===== config.mk =====
export PLATFORM = sky130hd
export DESIGN_NAME = csrr_responder
export DESIGN_NICKNAME = d
export VERILOG_FILES = /design/src/csrr_pkg.sv /design/src/csrr_responder.sv
export SDC_FILE = /design/constraint.sdc
export NUM_CORES = 1
export LEC_CHECK = 0
export CORE_UTILIZATION = 40
export CTS_CLUSTER_DIAMETER = 50
export DETAILED_ROUTE_END_ITERATION = 16
export DONT_BUFFER_PORTS = 1
export GPL_ROUTABILITY_DRIVEN = 0
export PLACE_DENSITY = 0.53
export SYNTH_ARGS = -nofsm -noshare
export SYNTH_HDL_FRONTEND = slang
export SYNTH_SLANG_ARGS = --single-unit

===== constraint.sdc =====
create_clock -name mclk_i -period 1.8 [get_ports mclk_i]
set_input_delay 0 -clock mclk_i [delete_from_list [all_inputs] [get_ports mclk_i]]
set_output_delay 0 -clock mclk_i [all_outputs]
set_load 0.03 [all_outputs]

===== src/csrr_pkg.sv =====
// Package for the chip settings report responder.
// Assumes a single clock domain; the report is a 64-byte array.
package csrr_pkg;
  localparam int unsigned REPORT_BYTES   = 64;
  localparam logic [7:0]  CMD_READ_SET   = 8'h20;
  localparam logic [7:0]  STATUS_OK      = 8'h00;
  localparam int unsigned IDX_CMD        = 0;
  localparam int unsigned IDX_STATUS     = 1;
  localparam int unsigned IDX_PIN_FUNC0  = 4;
  localparam int unsigned IDX_PIN8_FUNC  = 12;
  localparam int unsigned IDX_OUT_LO     = 13;
  localparam int unsigned IDX_OUT_HI     = 14;
  localparam int unsigned IDX_DIR_LO     = 15;
  localparam int unsigned IDX_DIR_HI     = 16;
  localparam int unsigned IDX_OTHER      = 17;
  localparam int unsigned IDX_ACCESS     = 18;
  localparam int unsigned BIT_WAKE       = 4;
  localparam int unsigned BIT_BUS_HOLD   = 0;
  localparam logic [7:0]  FUNC_GPIO      = 8'h00;
  localparam logic [7:0]  FUNC_CS        = 8'h01;
  localparam logic [7:0]  FUNC_DEDICATED = 8'h02;
  localparam logic [7:0]  ACCESS_OPEN    = 8'h00;
  localparam logic [7:0]  ACCESS_PASSWD  = 8'h40;
  localparam logic [7:0]  ACCESS_LOCKED  = 8'h80;
  localparam logic [7:0]  BYTE_ZERO      = 8'h00;
  localparam logic [5:0]  IDX_RESET      = 6'h00;
  typedef enum logic [1:0] {
    CSRR_IDLE = 2'b00,
    CSRR_COLLECT = 2'b01,
    CSRR_SEND = 2'b10
  } csrr_state_e;
  typedef enum logic [2:0] {
    CSRR_CNT_NONE = 3'b000,
    CSRR_CNT_FALL = 3'b001,
    CSRR_CNT_RISE = 3'b010,
    CSRR_CNT_LOW = 3'b011,
    CSRR_CNT_HIGH = 3'b100
  } csrr_count_e;
endpackage


===== src/csrr_responder.sv =====
// Chip settings report responder: takes a 64-byte command report byte by byte
// and, for the read-settings command, streams back a 64-byte settings report.
// Assumes the report source and sink share mclk_i with this block.
// Settings inputs come from logic on the same clock and are read as each
// reply byte is loaded, so they must stay steady while a reply is out.
// Commands other than read-settings are swallowed whole and get no reply.
//
// Notes on behaviour
// - Response byte 0 echoes the read-settings command code.
// - Response byte 1 holds the success status on success.
// - Bytes 4-11 give pin 0-7 functions; byte 12 gives pin 8 function.
// - Byte 13 holds default output levels, pin 7 in MSB; byte 14 meaningless.
// - Byte 15 holds default directions, pin 7 in MSB; byte 16 meaningless.
// - Byte 17 bit 4 shows remote wake-up enable; bits 7-5 meaningless.
// - Byte 17 bits 3-1 encode interrupt counting mode; 5-7 reserved.
// - Byte 17 bit 0 shows whether the SPI bus is held between transfers.
// - Byte 18 shows nonvolatile access level: open, password, or locked.
`timescale 1ns/10ps
`default_nettype none
module csrr_responder (
  // Clock and reset
  input  wire logic                 mclk_i,
  input  wire logic                 rst_b_i,
  // Incoming command report bytes
  input  wire logic                 cmd_valid_i,
  input  wire logic [7:0]           cmd_byte_i,
  output logic                      cmd_ready_o,
  // Outgoing response report bytes
  output logic                      rsp_valid_o,
  output logic [7:0]                rsp_byte_o,
  output logic                      rsp_last_o,
  input  wire logic                 rsp_ready_i,
  // Current volatile settings
  input  wire logic [8*8-1:0]       pin_func_i,
  input  wire logic [7:0]           input_only_pin_8_func_i,
  input  wire logic [7:0]           default_output_i,
  input  wire logic [7:0]           default_direction_i,
  input  wire logic                 wake_enable_i,
  input  wire csrr_pkg::csrr_count_e count_mode_i,
  input  wire logic                 bus_hold_i,
  input  wire logic [7:0]           access_level_i
);
  import csrr_pkg::*;

  csrr_state_e state_q;
  csrr_state_e state_d;
  logic [5:0]  idx_q;
  logic [5:0]  idx_d;
  logic        is_read_q;
  logic        is_read_d;
  logic        cmd_ready_q;
  logic        rsp_valid_q;
  logic [7:0]  rsp_byte_q;
  logic        rsp_last_q;
  logic [7:0]  report [REPORT_BYTES];

  // True when the index points at the final byte of a report.
  function automatic logic is_final_idx(input logic [5:0] idx);
    return idx == 6'(REPORT_BYTES - 1);
  endfunction

  wire logic  cmd_take    = cmd_valid_i && cmd_ready_q;
  wire logic  cmd_end     = cmd_take && is_final_idx(idx_q);
  wire logic  rsp_take    = rsp_valid_q && rsp_ready_i;
  wire logic  rsp_move    = !rsp_valid_q || rsp_ready_i;
  wire logic  send_end    = rsp_take && rsp_last_q;
  wire logic  in_send     = (state_q == CSRR_SEND);
  wire logic  load_byte   = in_send && rsp_move && !rsp_last_q;
  wire logic  load_final  = load_byte && is_final_idx(idx_q);

  // Field bytes of the reply other than the pin functions, each a named wire so the image is a plain selection.
  wire logic [7:0] echo_byte   = CMD_READ_SET;
  wire logic [7:0] status_byte = STATUS_OK;
  wire logic [7:0] pin8_byte   = input_only_pin_8_func_i;
  wire logic [7:0] out_lo_byte = default_output_i;
  wire logic [7:0] dir_lo_byte = default_direction_i;
  // The upper halves of the level and direction fields carry nothing and read zero.
  wire logic [7:0] out_hi_byte = BYTE_ZERO;
  wire logic [7:0] dir_hi_byte = BYTE_ZERO;
  // Bits 7-5 read zero, wake-up sits in bit 4, the counting mode in 3-1, bus hold in 0.
  wire logic [7:0] other_byte  = {3'b000, wake_enable_i, count_mode_i, bus_hold_i};
  wire logic [7:0] access_byte = access_level_i;

  // Report image; every byte without a field reads zero so the host never sees
  // stale data from an earlier reply.
  for (genvar g = 0; g < REPORT_BYTES; g++) begin : g_report
    if (g == IDX_CMD) begin : g_cmd
      assign report[g] = echo_byte;
    end else if (g == IDX_STATUS) begin : g_status
      assign report[g] = status_byte;
    end else if (g >= IDX_PIN_FUNC0 && g < IDX_PIN8_FUNC) begin : g_pin
      assign report[g] = pin_func_i[(g - IDX_PIN_FUNC0) * 8 +: 8];
    end else if (g == IDX_PIN8_FUNC) begin : g_pin8
      assign report[g] = pin8_byte;
    end else if (g == IDX_OUT_LO) begin : g_out_lo
      assign report[g] = out_lo_byte;
    end else if (g == IDX_OUT_HI) begin : g_out_hi
      assign report[g] = out_hi_byte;
    end else if (g == IDX_DIR_LO) begin : g_dir_lo
      assign report[g] = dir_lo_byte;
    end else if (g == IDX_DIR_HI) begin : g_dir_hi
      assign report[g] = dir_hi_byte;
    end else if (g == IDX_OTHER) begin : g_other
      assign report[g] = other_byte;
    end else if (g == IDX_ACCESS) begin : g_access
      assign report[g] = access_byte;
    end else begin : g_zero
      assign report[g] = BYTE_ZERO;
    end
  end

  // Command intake counts all 64 bytes before any reply starts, so a short or
  // long report from the host shifts every later command by the difference.
  // In the send state the index walks the image one byte per accepted beat.
  always_comb begin
    state_d   = state_q;
    idx_d     = idx_q;
    is_read_d = is_read_q;
    unique case (state_q)
      CSRR_IDLE: begin
        if (cmd_take) begin
          // Byte 0 decides; reserved bytes that follow are swallowed.
          is_read_d = (cmd_byte_i == CMD_READ_SET);
          idx_d     = 6'h01;
          state_d   = CSRR_COLLECT;
        end
      end
      CSRR_COLLECT: begin
        if (cmd_end) begin
          idx_d   = IDX_RESET;
          state_d = is_read_q ? CSRR_SEND : CSRR_IDLE;
        end else if (cmd_take) begin
          idx_d = idx_q + 6'h01;
        end
      end
      CSRR_SEND: begin
        if (load_byte) begin
          idx_d = idx_q + 6'h01;
        end
        if (send_end) begin
          idx_d   = IDX_RESET;
          state_d = CSRR_IDLE;
        end
      end
      default: begin
        state_d = CSRR_IDLE;
        idx_d   = IDX_RESET;
      end
    endcase
  end

  always_ff @(posedge mclk_i) begin
    if (!rst_b_i) begin
      state_q   <= CSRR_IDLE;
      idx_q     <= IDX_RESET;
      is_read_q <= 1'b0;
    end else begin
      state_q   <= state_d;
      idx_q     <= idx_d;
      is_read_q <= is_read_d;
    end
  end

  // The ready flag follows the next state so that, for a read command, it drops on the very edge
  // that takes byte 63; waiting a cycle would let one stray byte slip in.
  always_ff @(posedge mclk_i) begin
    if (!rst_b_i) begin
      cmd_ready_q <= 1'b0;
    end else begin
      cmd_ready_q <= (state_d != CSRR_SEND);
    end
  end

  // Output stage: one byte per accepted beat, held while the sink stalls.
  // A new byte is loaded on the edge that hands the old one over, so a sink
  // that never stalls sees one byte per cycle with no bubble.
  always_ff @(posedge mclk_i) begin
    if (!rst_b_i) begin
      rsp_valid_q <= 1'b0;
      rsp_byte_q  <= BYTE_ZERO;
      rsp_last_q  <= 1'b0;
    end else if (load_byte) begin
      rsp_valid_q <= 1'b1;
      rsp_byte_q  <= report[idx_q];
      rsp_last_q  <= load_final;
    end else if (rsp_take) begin
      rsp_valid_q <= 1'b0;
      rsp_last_q  <= 1'b0;
    end
  end

  assign cmd_ready_o = cmd_ready_q;
  assign rsp_valid_o = rsp_valid_q;
  assign rsp_byte_o  = rsp_byte_q;
  assign rsp_last_o  = rsp_last_q;
endmodule
`default_nettype wire


==> results.md, run 1 <==
- The post-synth net total is 328.
- The most frequent cell after synthesis is sky130_fd_sc_hd__mux2i_1.
- The cell sitting at the root of the clock tree is a sky130_fd_sc_hd__clkbuf_8.
- The sequential area share after synthesis is 21.59%.
- The clock arrives with 0.005600 ns of skew.
- The first-pass GRT wire length is 7.714 mm.
- The setup slack at placement is 0.07741 ns.
- The CTS buffer count is 3.
- The worst setup path is launched from a register.
- In the synthesized netlist, the cells that appear most often are 22 x sky130_fd_sc_hd__mux2i_1, 20 x sky130_fd_sc_hd__dfxtp_1, 16 x sky130_fd_sc_hd__nor2_1, 15 x sky130_fd_sc_hd__o21ai_0, 13 x sky130_fd_sc_hd__nand2_1.
- Summed over all cells, the static leakage comes to 0.6759 nW.
- The delay of the slowest critical-path stage is 0.45 ns.
- The starting utilization of the core area is 42.01%.
- The register-to-register setup slack is 0.12 ns.
- After detailed routing, the met2 layer carries 2.288 mm of wire.
- The initial antenna violation count is 0.
- The least setup slack across all paths after layout is 0.1155 ns.
- For this run, the top clock speed supported by timing is 593.7 MHz.
- The number of buffers on the longest clock path is 2.
- Yosys printed 0 warnings.
- The fraction of the cycle the final worst path needs is 93.58%.
- The number of antenna-violating nets in the routed design is 0.
- For hold timing, the worst endpoint is rsp_byte_o[0].
- The clock latency reported for the late side of the worst-skew pair is 0.26 ns.
- Input and output buffers added on the ports amount to 0.
- Counting flops with a built-in enable in the synthesized netlist gives 0.
- The tool flagged a number of max-cap violations equal to 0.
- Setup repair after global routing left no endpoint under its margin.
- TritonCTS built the clock tree.
- Entering global routing, the biggest net connects 24 pins.
- The cell area power density is 455.2 nW/µm².
- The final layout contains routed wiring with a total length of 4.792 mm.
- At the worst endpoint, the arrival time is 1.87 ns.
- Dividing the detail-routed via count by the number of cells gives 6.311.
- After floorplanning, the core was divided into 24 placement rows.
- The clock slew at the register clock pins of the worst setup and hold paths is 0.07 ns.
- Dividing the synthesized area by the synthesized cell count gives 8.706 µm².
- The number of setup buffers added after CTS is 0.
- The count of boundary I/O pins is 124.
- The number of inserted diodes is 0.
- The mapped cell area is 1854 µm².
- The die outline width is 70.09 µm.
- Detailed routing inserted a total of 1,704 vias.
- The highest-delay cell along the critical path is sky130_fd_sc_hd__dfxtp_1.
- The biggest area consumer among synthesized cells is sky130_fd_sc_hd__dfxtp_1.
- The cell depth of the worst min-delay path is 4.
- The die covers 4912 µm².
- The utilization after layout is 46.34%.
- The relative max-transition margin is 72.99%.
- Setup violations remaining at the end of the flow were counted as 0.
- For the worst flop-to-flop path, the logic depth is 5.
- The estimated wirelength of the detail-placed design is 3.867 mm.
- The power consumption is 931.2 µW.
- The pin slew with the least headroom to its limit is 0.4038 ns.
- The share of flip-flops with an asynchronous set or reset is 0%.
- The uppermost layer routed is met4.
- The area overhead of the layout relative to synthesis is 10.32%.
- After synthesis, the cell types taking the most area are sky130_fd_sc_hd__dfxtp_1 22%, sky130_fd_sc_hd__mux2i_1 12%, sky130_fd_sc_hd__mux4_2 9.7%, sky130_fd_sc_hd__a22oi_1 4.0%, sky130_fd_sc_hd__o21ai_0 4.0%.
- The placeable core region is 4414 µm².
- In the routed design, unresolved DRC markers number 0.
- The endpoint required time on the critical path is 1.99 ns.
- The worst hold path belongs to the class input pin to register.
- The number of sinks driven by the clock tree is 20.
- The number of nets in the layout is 335.
- The final-report max-slew violation count is 0.
- After global routing the overflow that remains totals 0.
- The worst register-to-register path begins at state_q[1].
- The routed length on met3 is 386 µm.
- The maximum vdd ir drop is 0.0001996 V.
- The final-layout fill cell count is 431.
- In the global route stage, overall resource usage came out at 19.55%.
- The number of unique standard cell types used by synthesis is 57.
- The routed design could run at a clock period as short as 1.684 ns.
- After synthesis the netlist holds a flip-flop and latch count of 20.
- The critical path endpoint category is a register.
- The critical register-to-register path endpoint is rsp_byte_o[1].
- The flow ran to the end, and the final reports show no timing, DRC or antenna violations.
- Before antenna repair, the detailed router went through 4 iterations.
- The number of H-tree levels is 1.
- The hold path startpoint is default_direction_i[0].
- Final hold analysis gives a worst-case slack of 0.03127 ns.
- The critical path goes through nor4b_4, nand3_2, or3b_1, buf_4, o21ai_0.
- The share of final-layout standard cells stronger than drive strength 1 is 16.06%.
- The hold violation total from the final report was 0.
- The top-area cell type share of the netlist area is 21.59%.
- The vertical die dimension is 70.09 µm.
- Synthesis handed over a netlist of 213 instances.
- Dividing the detail-routed wire length by the instance count gives 17.75 µm.
- After detailed routing, the wire length on met1 is 2.059 mm.
- The via count of the first global-routing pass is 1,643.
- After the first detailed-routing iteration, the DRC count stood at 35.
- After routing, the total negative slack on setup checks comes to 0 ns.
- Along the worst path, the maximum fanout reaches 6.
- Among all flip-flop cells after synthesis, the most frequent one is sky130_fd_sc_hd__dfxtp_1.
- The kind of critical path is register to register.
worst max path at each step:
stage / start / to / slack (ns) / cells past startpoint
3_3_place_gp: idx_q[1] / rsp_byte_o[6] / 0.1 / 5
6_report: state_q[1] / rsp_byte_o[1] / 0.12 / 5
5_1_grt: idx_q[0] / rsp_byte_o[5] / 0.003 / 6
3_5_place_dp: idx_q[1] / rsp_byte_o[6] / 0.08 / 5
2_1_floorplan: rsp_valid_o / rsp_byte_o[6] / 0.08 / 6
4_1_cts: idx_q[1] / rsp_byte_o[6] / 0.04 / 5
cell families (layout without fill, tap and decap cells):
family | count (synthesis) | count (layout) | synth area share [%]
compound gates | 67 | 67 | 24.76
xor+xnor | 3 | 3 | 1.417
fa+ha+maj | 2 | 2 | 1.349
buf+inv | 20 | 25 | 6.342
flops | 20 | 20 | 21.59
mux | 31 | 31 | 22.20
simple gates | 70 | 70 | 22.34
worst max-delay path: cells and delay by family (launching register included):
kind	cells	cell delay, ns
simple gates	3	0.83
buf+inv	1	0.19
compound gates	1	0.14
flops	1	0.45
layout by cell type (no fill, tap or decap), types with 2 or more instances in the layout:
cell type                        n
sky130_fd_sc_hd__nand2_1        13
sky130_fd_sc_hd__dfxtp_1        18
sky130_fd_sc_hd__nor2b_1         4
sky130_fd_sc_hd__nor4b_1         2
sky130_fd_sc_hd__nor3_1          2
sky130_fd_sc_hd__xor2_1          2
sky130_fd_sc_hd__buf_12          2
sky130_fd_sc_hd__mux2i_1        22
sky130_fd_sc_hd__o211ai_1        5
sky130_fd_sc_hd__mux4_2          8
sky130_fd_sc_hd__nor2_1         16
sky130_fd_sc_hd__ha_1            2
sky130_fd_sc_hd__a21oi_1         9
sky130_fd_sc_hd__inv_1           3
sky130_fd_sc_hd__o22ai_1         3
sky130_fd_sc_hd__nor4_1          2
sky130_fd_sc_hd__clkbuf_8        3
sky130_fd_sc_hd__a211o_1         3
sky130_fd_sc_hd__buf_4          11
sky130_fd_sc_hd__nand2b_1        3
sky130_fd_sc_hd__nand4_1         3
sky130_fd_sc_hd__o21ai_0        15
sky130_fd_sc_hd__nand3b_1        2
sky130_fd_sc_hd__and2b_1         2
sky130_fd_sc_hd__a211oi_2        2
sky130_fd_sc_hd__a22oi_1        10
sky130_fd_sc_hd__a31oi_1         2
sky130_fd_sc_hd__and2_1          4
sky130_fd_sc_hd__dfxtp_2         2
sky130_fd_sc_hd__o21ai_1         3
sky130_fd_sc_hd__a21boi_0        2
sky130_fd_sc_hd__dlygate4sd3_1   6
sky130_fd_sc_hd__o22a_1          5
sky130_fd_sc_hd__nand3_1         3
final cells by class:
type,count,area (µm²),share of cell area (%)
Multi-Input combinational cell,173,1343,65.63
Clock buffer,3,41.29,2.018
Sequential cell,20,402.9,19.69
Inverter,3,11.26,0.5505
Timing Repair Buffer,19,182.7,8.930
Tap cell,52,65.06,3.180
registers in the layout, summed over array words and instances (netlist names):
name         flops
idx_q            6
cmd_ready_o      1
rsp_valid_o      1
rsp_last_o       1
rsp_byte_o       8
is_read_q        1
state_q          2
report_power, final:
group / leakage [nW] / total [mW] / switching, mW / internal, mW
logic: 0.492 / 0.185 / 0.0848 / 0.0999
clock network: 0.0216 / 0.291 / 0.142 / 0.149
registers: 0.163 / 0.455 / 0.00798 / 0.447
routing by layer:
layer | track usage, % | vias up
met4 | 5.333 | 0
met1 | 25.65 | 775
met2 | 32.69 | 94
li1 | - | 830
met5 | 0 | -
met3 | 3.752 | 5
stage by stage:
step           cells  instance area, µm²
6_report         270                2046
3_5_place_dp     261                1937
4_1_cts          270                2038
5_1_grt          270                2046
3_3_place_gp     261                1937
2_1_floorplan    213                1854
what timing repair did:
| item | CTS | global route |
|---|---|---|
| hold buffers | 6 | 0 |
| hold endpoints to repair | 13 | 0 |
| resized for setup | 0 | 2 |
| setup endpoints to repair | 0 | 5 |
Power figures use the tool's default switching activity.
==> run 2: changes to the inputs <==
--- a/config.mk
+++ b/config.mk
@@ -5,12 +5,14 @@
 export SDC_FILE = /design/constraint.sdc
 export NUM_CORES = 1
 export LEC_CHECK = 0
-export CORE_UTILIZATION = 40
+export CELL_PAD_IN_SITES_DETAIL_PLACEMENT = 1
+export CELL_PAD_IN_SITES_GLOBAL_PLACEMENT = 2
+export CORE_UTILIZATION = 30
 export CTS_CLUSTER_DIAMETER = 50
 export DETAILED_ROUTE_END_ITERATION = 16
 export DONT_BUFFER_PORTS = 1
 export GPL_ROUTABILITY_DRIVEN = 0
-export PLACE_DENSITY = 0.53
+export PLACE_DENSITY = 0.73
 export SYNTH_ARGS = -nofsm -noshare
 export SYNTH_HDL_FRONTEND = slang
 export SYNTH_SLANG_ARGS = --single-unit
==> results.md, run 2 (synthesis results as in run 1) <==
- The number of H-tree levels is 1 (unchanged).
- The switching part of the total is 25.71% (+0.53 points).
- The vertical die dimension was 80.62 µm (+15%).
- The detailed route wirelength on metal2 is 2.637 mm (+15%).
- The initial antenna violation count is 0 (unchanged).
- The count of boundary I/O pins is 124 (unchanged).
- The total wire length after detailed routing was 5.533 mm (+15%).
- The hold violation total from the final report is 1 (+1).
- The share of power burned in the clock network came to 31.3% (about the same).
- The number of antenna-violating nets in the routed design is 0 (unchanged).
- In this run the critical register-to-register path is captured at rsp_byte_o[7].
- The detailed router used layers up to and including met4.
- The endpoint required time on the critical path is 2.00 ns (about the same).
- The highest net fanout along the worst path is 7 (+1).
- The count of input and output buffers is 0 (unchanged).
- The critical path data arrival time was 1.89 ns (+0.02 ns).
- The residual DRC count is 0 (unchanged).
- The CTS tree is built.
- The worst register-to-register path begins at rsp_last_o.
- The number of sinks driven by the clock tree is 20 (unchanged).
- The placeable core region is 5956 µm² (+35%).
- The total grt overflow came to 0 (unchanged).
- The CTS buffer count came to 3 (unchanged).
- The highest clock frequency the design can meet is 592.5 MHz (-0.20%).
- The category of the worst setup path launch point is a register.
- The total global routing track utilization is 16.65% (-2.9 points).
- The flip-flop count of the largest register after layout came to 8 (unchanged).
- The routed length on met3 is 287 µm (-26%).
- Setup repair after global routing left no endpoint under its margin.
- The estimated wirelength of the detail-placed design is 4.449 mm (+15%).
- The fraction of the cycle the final worst path needs was 93.77% (+0.19 points).
- The path depth of the worst reg2reg path came to 5 (unchanged).
- The area of the die was 6500 µm² (+32%).
- The most common library cell in the layout ignoring fill and taps is sky130_fd_sc_hd__mux2i_1.
- The relative contribution of sequential cells to total power came to 48.7% (-0.2 points).
- The logic gate share of total power was 20.0% (+0.2 points).
- The cell internal power dissipation is 698.7 µW (+0.30%).
- The count of max-cap constraint violations is 0 (unchanged).
- The clock latency reported for the late side of the worst-skew pair was 0.26 ns (about the same).
- The class of the tightest hold or removal check is input pin to register.
- The total iterations of the first detailed-routing run is 4 (unchanged).
- The average vias per placed instance was 5.811 (-7.9%).
- The kind of critical path is register to register.
- From synthesis to final layout, the design area changed by 14.98%.
- The leakage component of the power is 0.7218 nW (+6.8%).
- The routed length on met1 is 2.545 mm (+24%).
- The cell depth of the worst min-delay path is 3 (-1).
- The number of inserted diodes was 0 (unchanged).
- The clock slew at the register clock pins of the worst setup and hold paths is 0.07 ns (about the same).
- The register-to-register setup slack is 0.11 ns (about the same).
- The switching power of the nets was 241.9 µW (+3.1%).
- The end point of the worst hold path is rsp_byte_o[6].
- The share of final-layout standard cells stronger than drive strength 1 is 19.38% (+3.3 points).
- The post-layout minimum cycle time is 1.688 ns (+0.003379 ns).
- The final number of setup-violating endpoints is 0 (unchanged).
- The worst setup path is captured at a register.
- The relative max-transition margin is 72.40% (-0.59 points).
- The row count is 28 (+17%).
- The wire length per cell is 18.32 µm (+3.2%).
- The maximum vdd ir drop was 0.0001872 V (-6.2%).
- The utilization after layout is 35.80% (-11 points).
- The number of buffers on the longest clock path is 2 (unchanged).
- The number of nets in the layout is 344 (+2.7%).
- The hold path startpoint is access_level_i[6].
- The starting utilization of the core area was 31.13% (-11 points).
- The starting DRC count in detailed routing is 42 (+20%).
- The worst-case clock skew is 0.005403 ns (-0.0001968 ns).
- The worst slack on hold paths is -0.0002999 ns (-0.03157 ns).
- The flow ran to the end, but the final reports show violations.
- The sum of negative setup slack is 0 ns (unchanged).
- The cell sitting at the root of the clock tree is a sky130_fd_sc_hd__clkbuf_8.
- The pin count of the biggest net entering global routing is 17 (-29%).
- The count of vias placed by the detailed router is 1,755 (+3.0%).
- The final-report max-slew violation count is 0 (unchanged).
- The checks that failed: negative hold slack.
- The pin slew with the least headroom to its limit came to 0.4036 ns (-0.0002050 ns).
- The first-pass GRT wire length is 8.204 mm (+6.4%).
- The library cells used most frequently in the layout, excluding fill and tap cells, are 22 x sky130_fd_sc_hd__mux2i_1, 19 x sky130_fd_sc_hd__dfxtp_1, 19 x sky130_fd_sc_hd__buf_4.
- The number of post-CTS setup repair buffers is 0 (unchanged).
- The via count of the first global-routing pass was 1,674 (+1.9%).
- The die outline width is 80.62 µm (+15%).
- The cell area power density is 441.2 nW/µm² (-3.1%).
## run 2: cell count changes in the layout (fill, tap and decap cells not counted), moves of 2 or more
cell / delta
sky130_fd_sc_hd__buf_4: +8
sky130_fd_sc_hd__buf_12: -2
sky130_fd_sc_hd__dfxtp_2: -2
sky130_fd_sc_hd__buf_6: +2
## run 2: layout make-up
type / count / area, µm²
Fill cell: 722 / 3824
Tap cell: 75 / 93.84
Sequential cell: 20 / 404.1
Timing Repair Buffer: 28 / 235.2
Clock buffer: 3 / 41.29
Multi-Input combinational cell: 173 / 1346
Inverter: 3 / 11.26
## run 2: how the worst max path moves through the flow
stage | from | end | slack, ns | cells past startpoint
after floorplan | rsp_valid_o | rsp_byte_o[6] | 0.08 | 6
after global placement | rsp_last_o | rsp_byte_o[7] | 0.004 | 5
after detailed placement | idx_q[0] | rsp_byte_o[3] | 0.007 | 4
after CTS | rsp_last_o | rsp_byte_o[7] | 0.08 | 5
after global routing | rsp_last_o | rsp_byte_o[7] | 0.009 | 5
final | rsp_last_o | rsp_byte_o[7] | 0.11 | 5
## run 2: power by group through the flow
| stage | logic, mW | registers [mW] | clock network [mW] |
|---|---|---|---|
| after floorplan | 0.146 | 0.466 | 0 |
| after global placement | 0.170 | 0.469 | 0 |
| after detailed placement | 0.173 | 0.469 | 0 |
| after CTS | 0.187 | 0.458 | 0.313 |
| after global routing | 0.205 | 0.460 | 0.323 |
| final | 0.188 | 0.458 | 0.295 |
## run 2: per-stage QoR
stage               instances  setup slack (ns)  instance area (µm²)  power, mW  hold WS (ns)
global placement          292          0.004192                 2001     0.6387        0.1210
detailed placement        292          0.007016                 2001     0.6421        0.1285
global route              302          0.008867                 2132     0.9886       0.03801
CTS                       302           0.07924                 2117     0.9576      0.001848
finish                    302            0.1122                 2132     0.9406    -0.0002999
floorplan                 213           0.08121                 1854     0.6123        0.1650
## run 2: layer usage
metal | track usage [%] | vias up
met5 | 0 | -
met4 | 4.821 | 0
met3 | 1.705 | 5
met2 | 26.69 | 63
met1 | 23.32 | 839
li1 | - | 848
## run 2: timing repair
item                                   in CTS  in global routing
setup endpoints to repair                   5                  5
endpoints found under the hold margin      14                  0
gates resized for setup                     2                  4
hold buffers                                7                  0
## run 2: critical path, cell delays in order (launching register included)
cell and delay [ns]:
sky130_fd_sc_hd__dfxtp_1 0.37, sky130_fd_sc_hd__nor4b_4 0.29, sky130_fd_sc_hd__nand3_2 0.15, sky130_fd_sc_hd__or3b_4 0.46
sky130_fd_sc_hd__a211oi_2 0.24, sky130_fd_sc_hd__a211o_1 0.13
==> run 3: changes to the inputs <==
--- a/config.mk
+++ b/config.mk
@@ -5,9 +5,11 @@
 export SDC_FILE = /design/constraint.sdc
 export NUM_CORES = 1
 export LEC_CHECK = 0
+export ABC_AREA = 1
+export CAP_MARGIN = 20
 export CELL_PAD_IN_SITES_DETAIL_PLACEMENT = 1
 export CELL_PAD_IN_SITES_GLOBAL_PLACEMENT = 2
-export CORE_UTILIZATION = 30
+export CORE_UTILIZATION = 26
 export CTS_CLUSTER_DIAMETER = 50
 export DETAILED_ROUTE_END_ITERATION = 16
 export DONT_BUFFER_PORTS = 1
==> results.md, run 3 <==
- The utilization after layout is 30.44% (-5.4 points).
- The number of sinks driven by the clock tree was 20 (unchanged).
- The count of max-cap constraint violations is 0 (unchanged).
- The class of the tightest hold or removal check is input pin to register.
- The mapped cell area is 2163 µm² (+17%).
- After synthesis, the cell types taking the most area are sky130_fd_sc_hd__nand2_1 30%, sky130_fd_sc_hd__dfxtp_1 19%, sky130_fd_sc_hd__inv_1 11%, sky130_fd_sc_hd__nand3_1 7.4%, sky130_fd_sc_hd__nor2_1 4.7%.
- The placeable core region came to 7888 µm² (+32%).
- The hold violation total from the final report came to 0 (-1).
- The estimated wirelength of the detail-placed design was 5.615 mm (+26%).
- The sum of negative setup slack is 0 ns (unchanged).
- Counting instances in the post-synthesis netlist gives the leading cell types as 172 x sky130_fd_sc_hd__nand2_1, 61 x sky130_fd_sc_hd__inv_1, 32 x sky130_fd_sc_hd__nand3_1, 27 x sky130_fd_sc_hd__nor2_1, 20 x sky130_fd_sc_hd__dfxtp_1.
- The worst register-to-register path ends at rsp_byte_o[6].
- The starting DRC count in detailed routing is 41 (-2.4%).
- The number of unique standard cell types used by synthesis is 29 (-49%).
- The area of the die was 8689 µm² (+34%).
- The flip-flop count of the largest register after layout came to 8 (unchanged).
- The leading register cell type out of synthesis is sky130_fd_sc_hd__dfxtp_1.
- The count of boundary I/O pins is 124 (unchanged).
- The path depth of the worst reg2reg path was 10 (+5).
- The CTS buffer count is 3 (unchanged).
- The switching part of the total is 29.23% (+3.5 points).
- The starting utilization of the core area is 27.43% (-3.7 points).
- The hold path startpoint is cmd_byte_i[7].
- The pin count of the biggest net entering global routing is 37 (+20).
- The die outline width is 93.22 µm (+16%).
- The sequential area share after synthesis was 18.51% (-3.1 points).
- The count of input and output buffers is 0 (unchanged).
- The critical path data arrival time is 1.77 ns (-0.12 ns).
- The end point of the worst hold path is is_read_q.
- The cell area power density is 404.7 nW/µm² (-8.3%).
- The fraction of the cycle the final worst path needs is 87.78% (-6.0 points).
- The highest clock frequency the design can meet was 632.9 MHz (+6.8%).
- The highest net fanout along the worst path is 27 (+20).
- The first-pass GRT wire length came to 10.93 mm (+33%).
- The buffer type at the clock tree root is sky130_fd_sc_hd__clkbuf_8.
- The number of post-CTS setup repair buffers is 0 (unchanged).
- The number of H-tree levels is 1 (unchanged).
- The pin slew with the least headroom to its limit is 0.5126 ns (+0.1091 ns).
- The number of inserted diodes was 0 (unchanged).
- The share of power burned in the clock network is 29.8% (-1.5 points).
- The relative max-transition margin is 65.79% (-6.6 points).
- The average instance area after synthesis is 5.395 µm² (-38%).
- The number of flops mapped to enable cells by yosys was 0 (unchanged).
- sky130_fd_sc_hd__nand2_1 takes more of the synthesized area than any other cell.
- The total iterations of the first detailed-routing run is 4 (unchanged).
- The number of cells produced by synthesis is 401 (+88%).
- TritonCTS built the clock tree.
- In the layout the commonest cells are 172 x sky130_fd_sc_hd__nand2_1, 61 x sky130_fd_sc_hd__inv_1, 32 x sky130_fd_sc_hd__nand3_1.
- The post-layout minimum cycle time was 1.580 ns (-0.1078 ns).
- The post-synth net total is 516 (+57%).
- The residual DRC count is 0 (unchanged).
- The number of antenna-violating nets in the routed design came to 0 (unchanged).
- The vertical die dimension is 93.22 µm (+16%).
- The number of buffers on the longest clock path is 2 (unchanged).
- The most common library cell in the layout ignoring fill and taps is sky130_fd_sc_hd__nand2_1.
- The area overhead of the layout relative to synthesis is 10.99%.
- The final-report max-slew violation count came to 0 (unchanged).
- The top-area cell type share of the netlist area came to 29.84% (+8.3 points).
- The endpoint required time on the critical path is 1.99 ns (about the same).
- The worst setup path is captured at a register.
- The total grt overflow is 0 (unchanged).
- The row count is 32 (+14%).
- The kind of critical path is register to register.
- The cell internal power dissipation is 687.7 µW (-1.6%).
- The number of instances resized during post-cts repair is 0 (-2).
- The wire length per cell is 13.48 µm (-26%).
- The clock latency reported for the late side of the worst-skew pair is 0.25 ns (about the same).
- The leakage component of the power is 1.238 nW (+72%).
- The logic gate share of total power is 23.4% (+3.4 points).
- The initial antenna violation count came to 0 (unchanged).
- In the post-synthesis netlist, the cell with the most instances is sky130_fd_sc_hd__nand2_1.
- The worst setup path is launched from a register.
- Setup repair after global routing left no endpoint under its margin.
- The share of final-layout standard cells stronger than drive strength 1 is 7.654% (-12 points).
- The clock slew at the register clock pins of the worst setup and hold paths is 0.07 ns (about the same).
- The count of vias placed by the detailed router is 2,368 (+35%).
- The share of flip-flops with an asynchronous set or reset is 0% (unchanged).
- The number of synthesized register bits is 20 (unchanged).
- The run finished with clean final reports.
- The via count of the first global-routing pass is 2,440 (+46%).
- The total wire length after detailed routing is 6.832 mm (+23%).
- The worst-case clock skew was 0.002143 ns (-0.003261 ns).
- The relative contribution of sequential cells to total power came to 46.8% (-1.9 points).
- The maximum vdd ir drop is 0.0002041 V (+9.0%).
- The average vias per placed instance is 4.671 (-20%).
- The number of nets in the layout is 522 (+52%).
- The total global routing track utilization is 15.79% (-0.86 points).
- The warning count from the yosys run is 0 (unchanged).
- The source of the worst register-to-register timing path is idx_q[0].
- The switching power of the nets is 284.1 µW (+17%).
- The register-to-register setup slack came to 0.22 ns (+0.11 ns).
- The cell depth of the worst min-delay path came to 3 (unchanged).
- The final number of setup-violating endpoints came to 0 (unchanged).
run 3: critical path: stages (launching register included):
cell	delay (ns)
sky130_fd_sc_hd__dfxtp_2	0.38
sky130_fd_sc_hd__inv_2	0.07
sky130_fd_sc_hd__buf_4	0.27
sky130_fd_sc_hd__o21ai_0	0.14
sky130_fd_sc_hd__o22ai_1	0.15
sky130_fd_sc_hd__nand2_1	0.08
sky130_fd_sc_hd__nand2_1	0.07
sky130_fd_sc_hd__nand2_1	0.06
sky130_fd_sc_hd__nand2_1	0.07
sky130_fd_sc_hd__nand2_1	0.08
sky130_fd_sc_hd__a21oi_2	0.13
run 3: worst max path at each step:
stage | start | endpoint | slack (ns) | cells after the start
after CTS | idx_q[1] | idx_q[3] | 0.20 | 8
after global routing | idx_q[1] | idx_q[5] | 0.02 | 8
final | idx_q[0] | rsp_byte_o[6] | 0.22 | 10
after floorplan | rsp_valid_o | idx_q[4] | 0.30 | 8
after detailed placement | idx_q[1] | idx_q[3] | 0.22 | 8
after global placement | idx_q[0] | rsp_byte_o[4] | 0.22 | 10
run 3: cells by family (layout without fill, tap and decap cells):
family                   after synthesis  in the layout  share of synthesized area, %
buffers and inverters                 83             87                         17.76
XOR/XNOR                               3              3                         1.215
AND/OR/NAND/NOR                      244            244                         47.66
flip-flops                            20             20                         18.51
adder cells (fa/ha/maj)                2              2                         1.157
AO/OA/AOI/OAI                         49             49                         13.71
run 3: per-layer routing:
| metal | track usage [%] | wire length [µm] |
|---|---|---|
| met1 | 18.71 | 3020 |
| met5 | 0 | 0 |
| met3 | 2.195 | 306 |
| met2 | 30.70 | 3481 |
| met4 | 1.538 | 24 |
run 3: cell type report:
type / instances / area (µm²)
fill: 1071 / 5487
multi-input combinational: 298 / 1379
sequential: 20 / 401.6
inverter: 63 / 236.5
timing repair buffer: 21 / 215.2
tap: 102 / 127.6
clock buffer: 3 / 41.29
run 3: power groups by stage:
stage | sequential, mW | clock [mW] | combinational, mW
after global routing | 0.456 | 0.319 | 0.264
after detailed placement | 0.465 | 0 | 0.219
after floorplan | 0.463 | 0 | 0.181
after global placement | 0.465 | 0 | 0.215
after CTS | 0.455 | 0.300 | 0.234
final | 0.455 | 0.290 | 0.228
run 3: what timing repair did:
item	in CTS	in global routing
hold endpoints to repair	10	0
hold buffers	8	0
endpoints found under the setup margin	0	0
run 3: metrics by stage:
stage / cell area, µm² / total power, mW / hold WS [ns] / worst slack [ns] / cells
after floorplan: 2163 / 0.6437 / 0.1242 / 0.3026 / 401
after global placement: 2280 / 0.6801 / 0.1316 / 0.2182 / 496
after detailed placement: 2280 / 0.6841 / 0.1350 / 0.2155 / 496
after CTS: 2401 / 0.9889 / 0.002603 / 0.2015 / 507
after global routing: 2401 / 1.038 / 0.04661 / 0.01921 / 507
final: 2401 / 0.9718 / 0.01037 / 0.2200 / 507
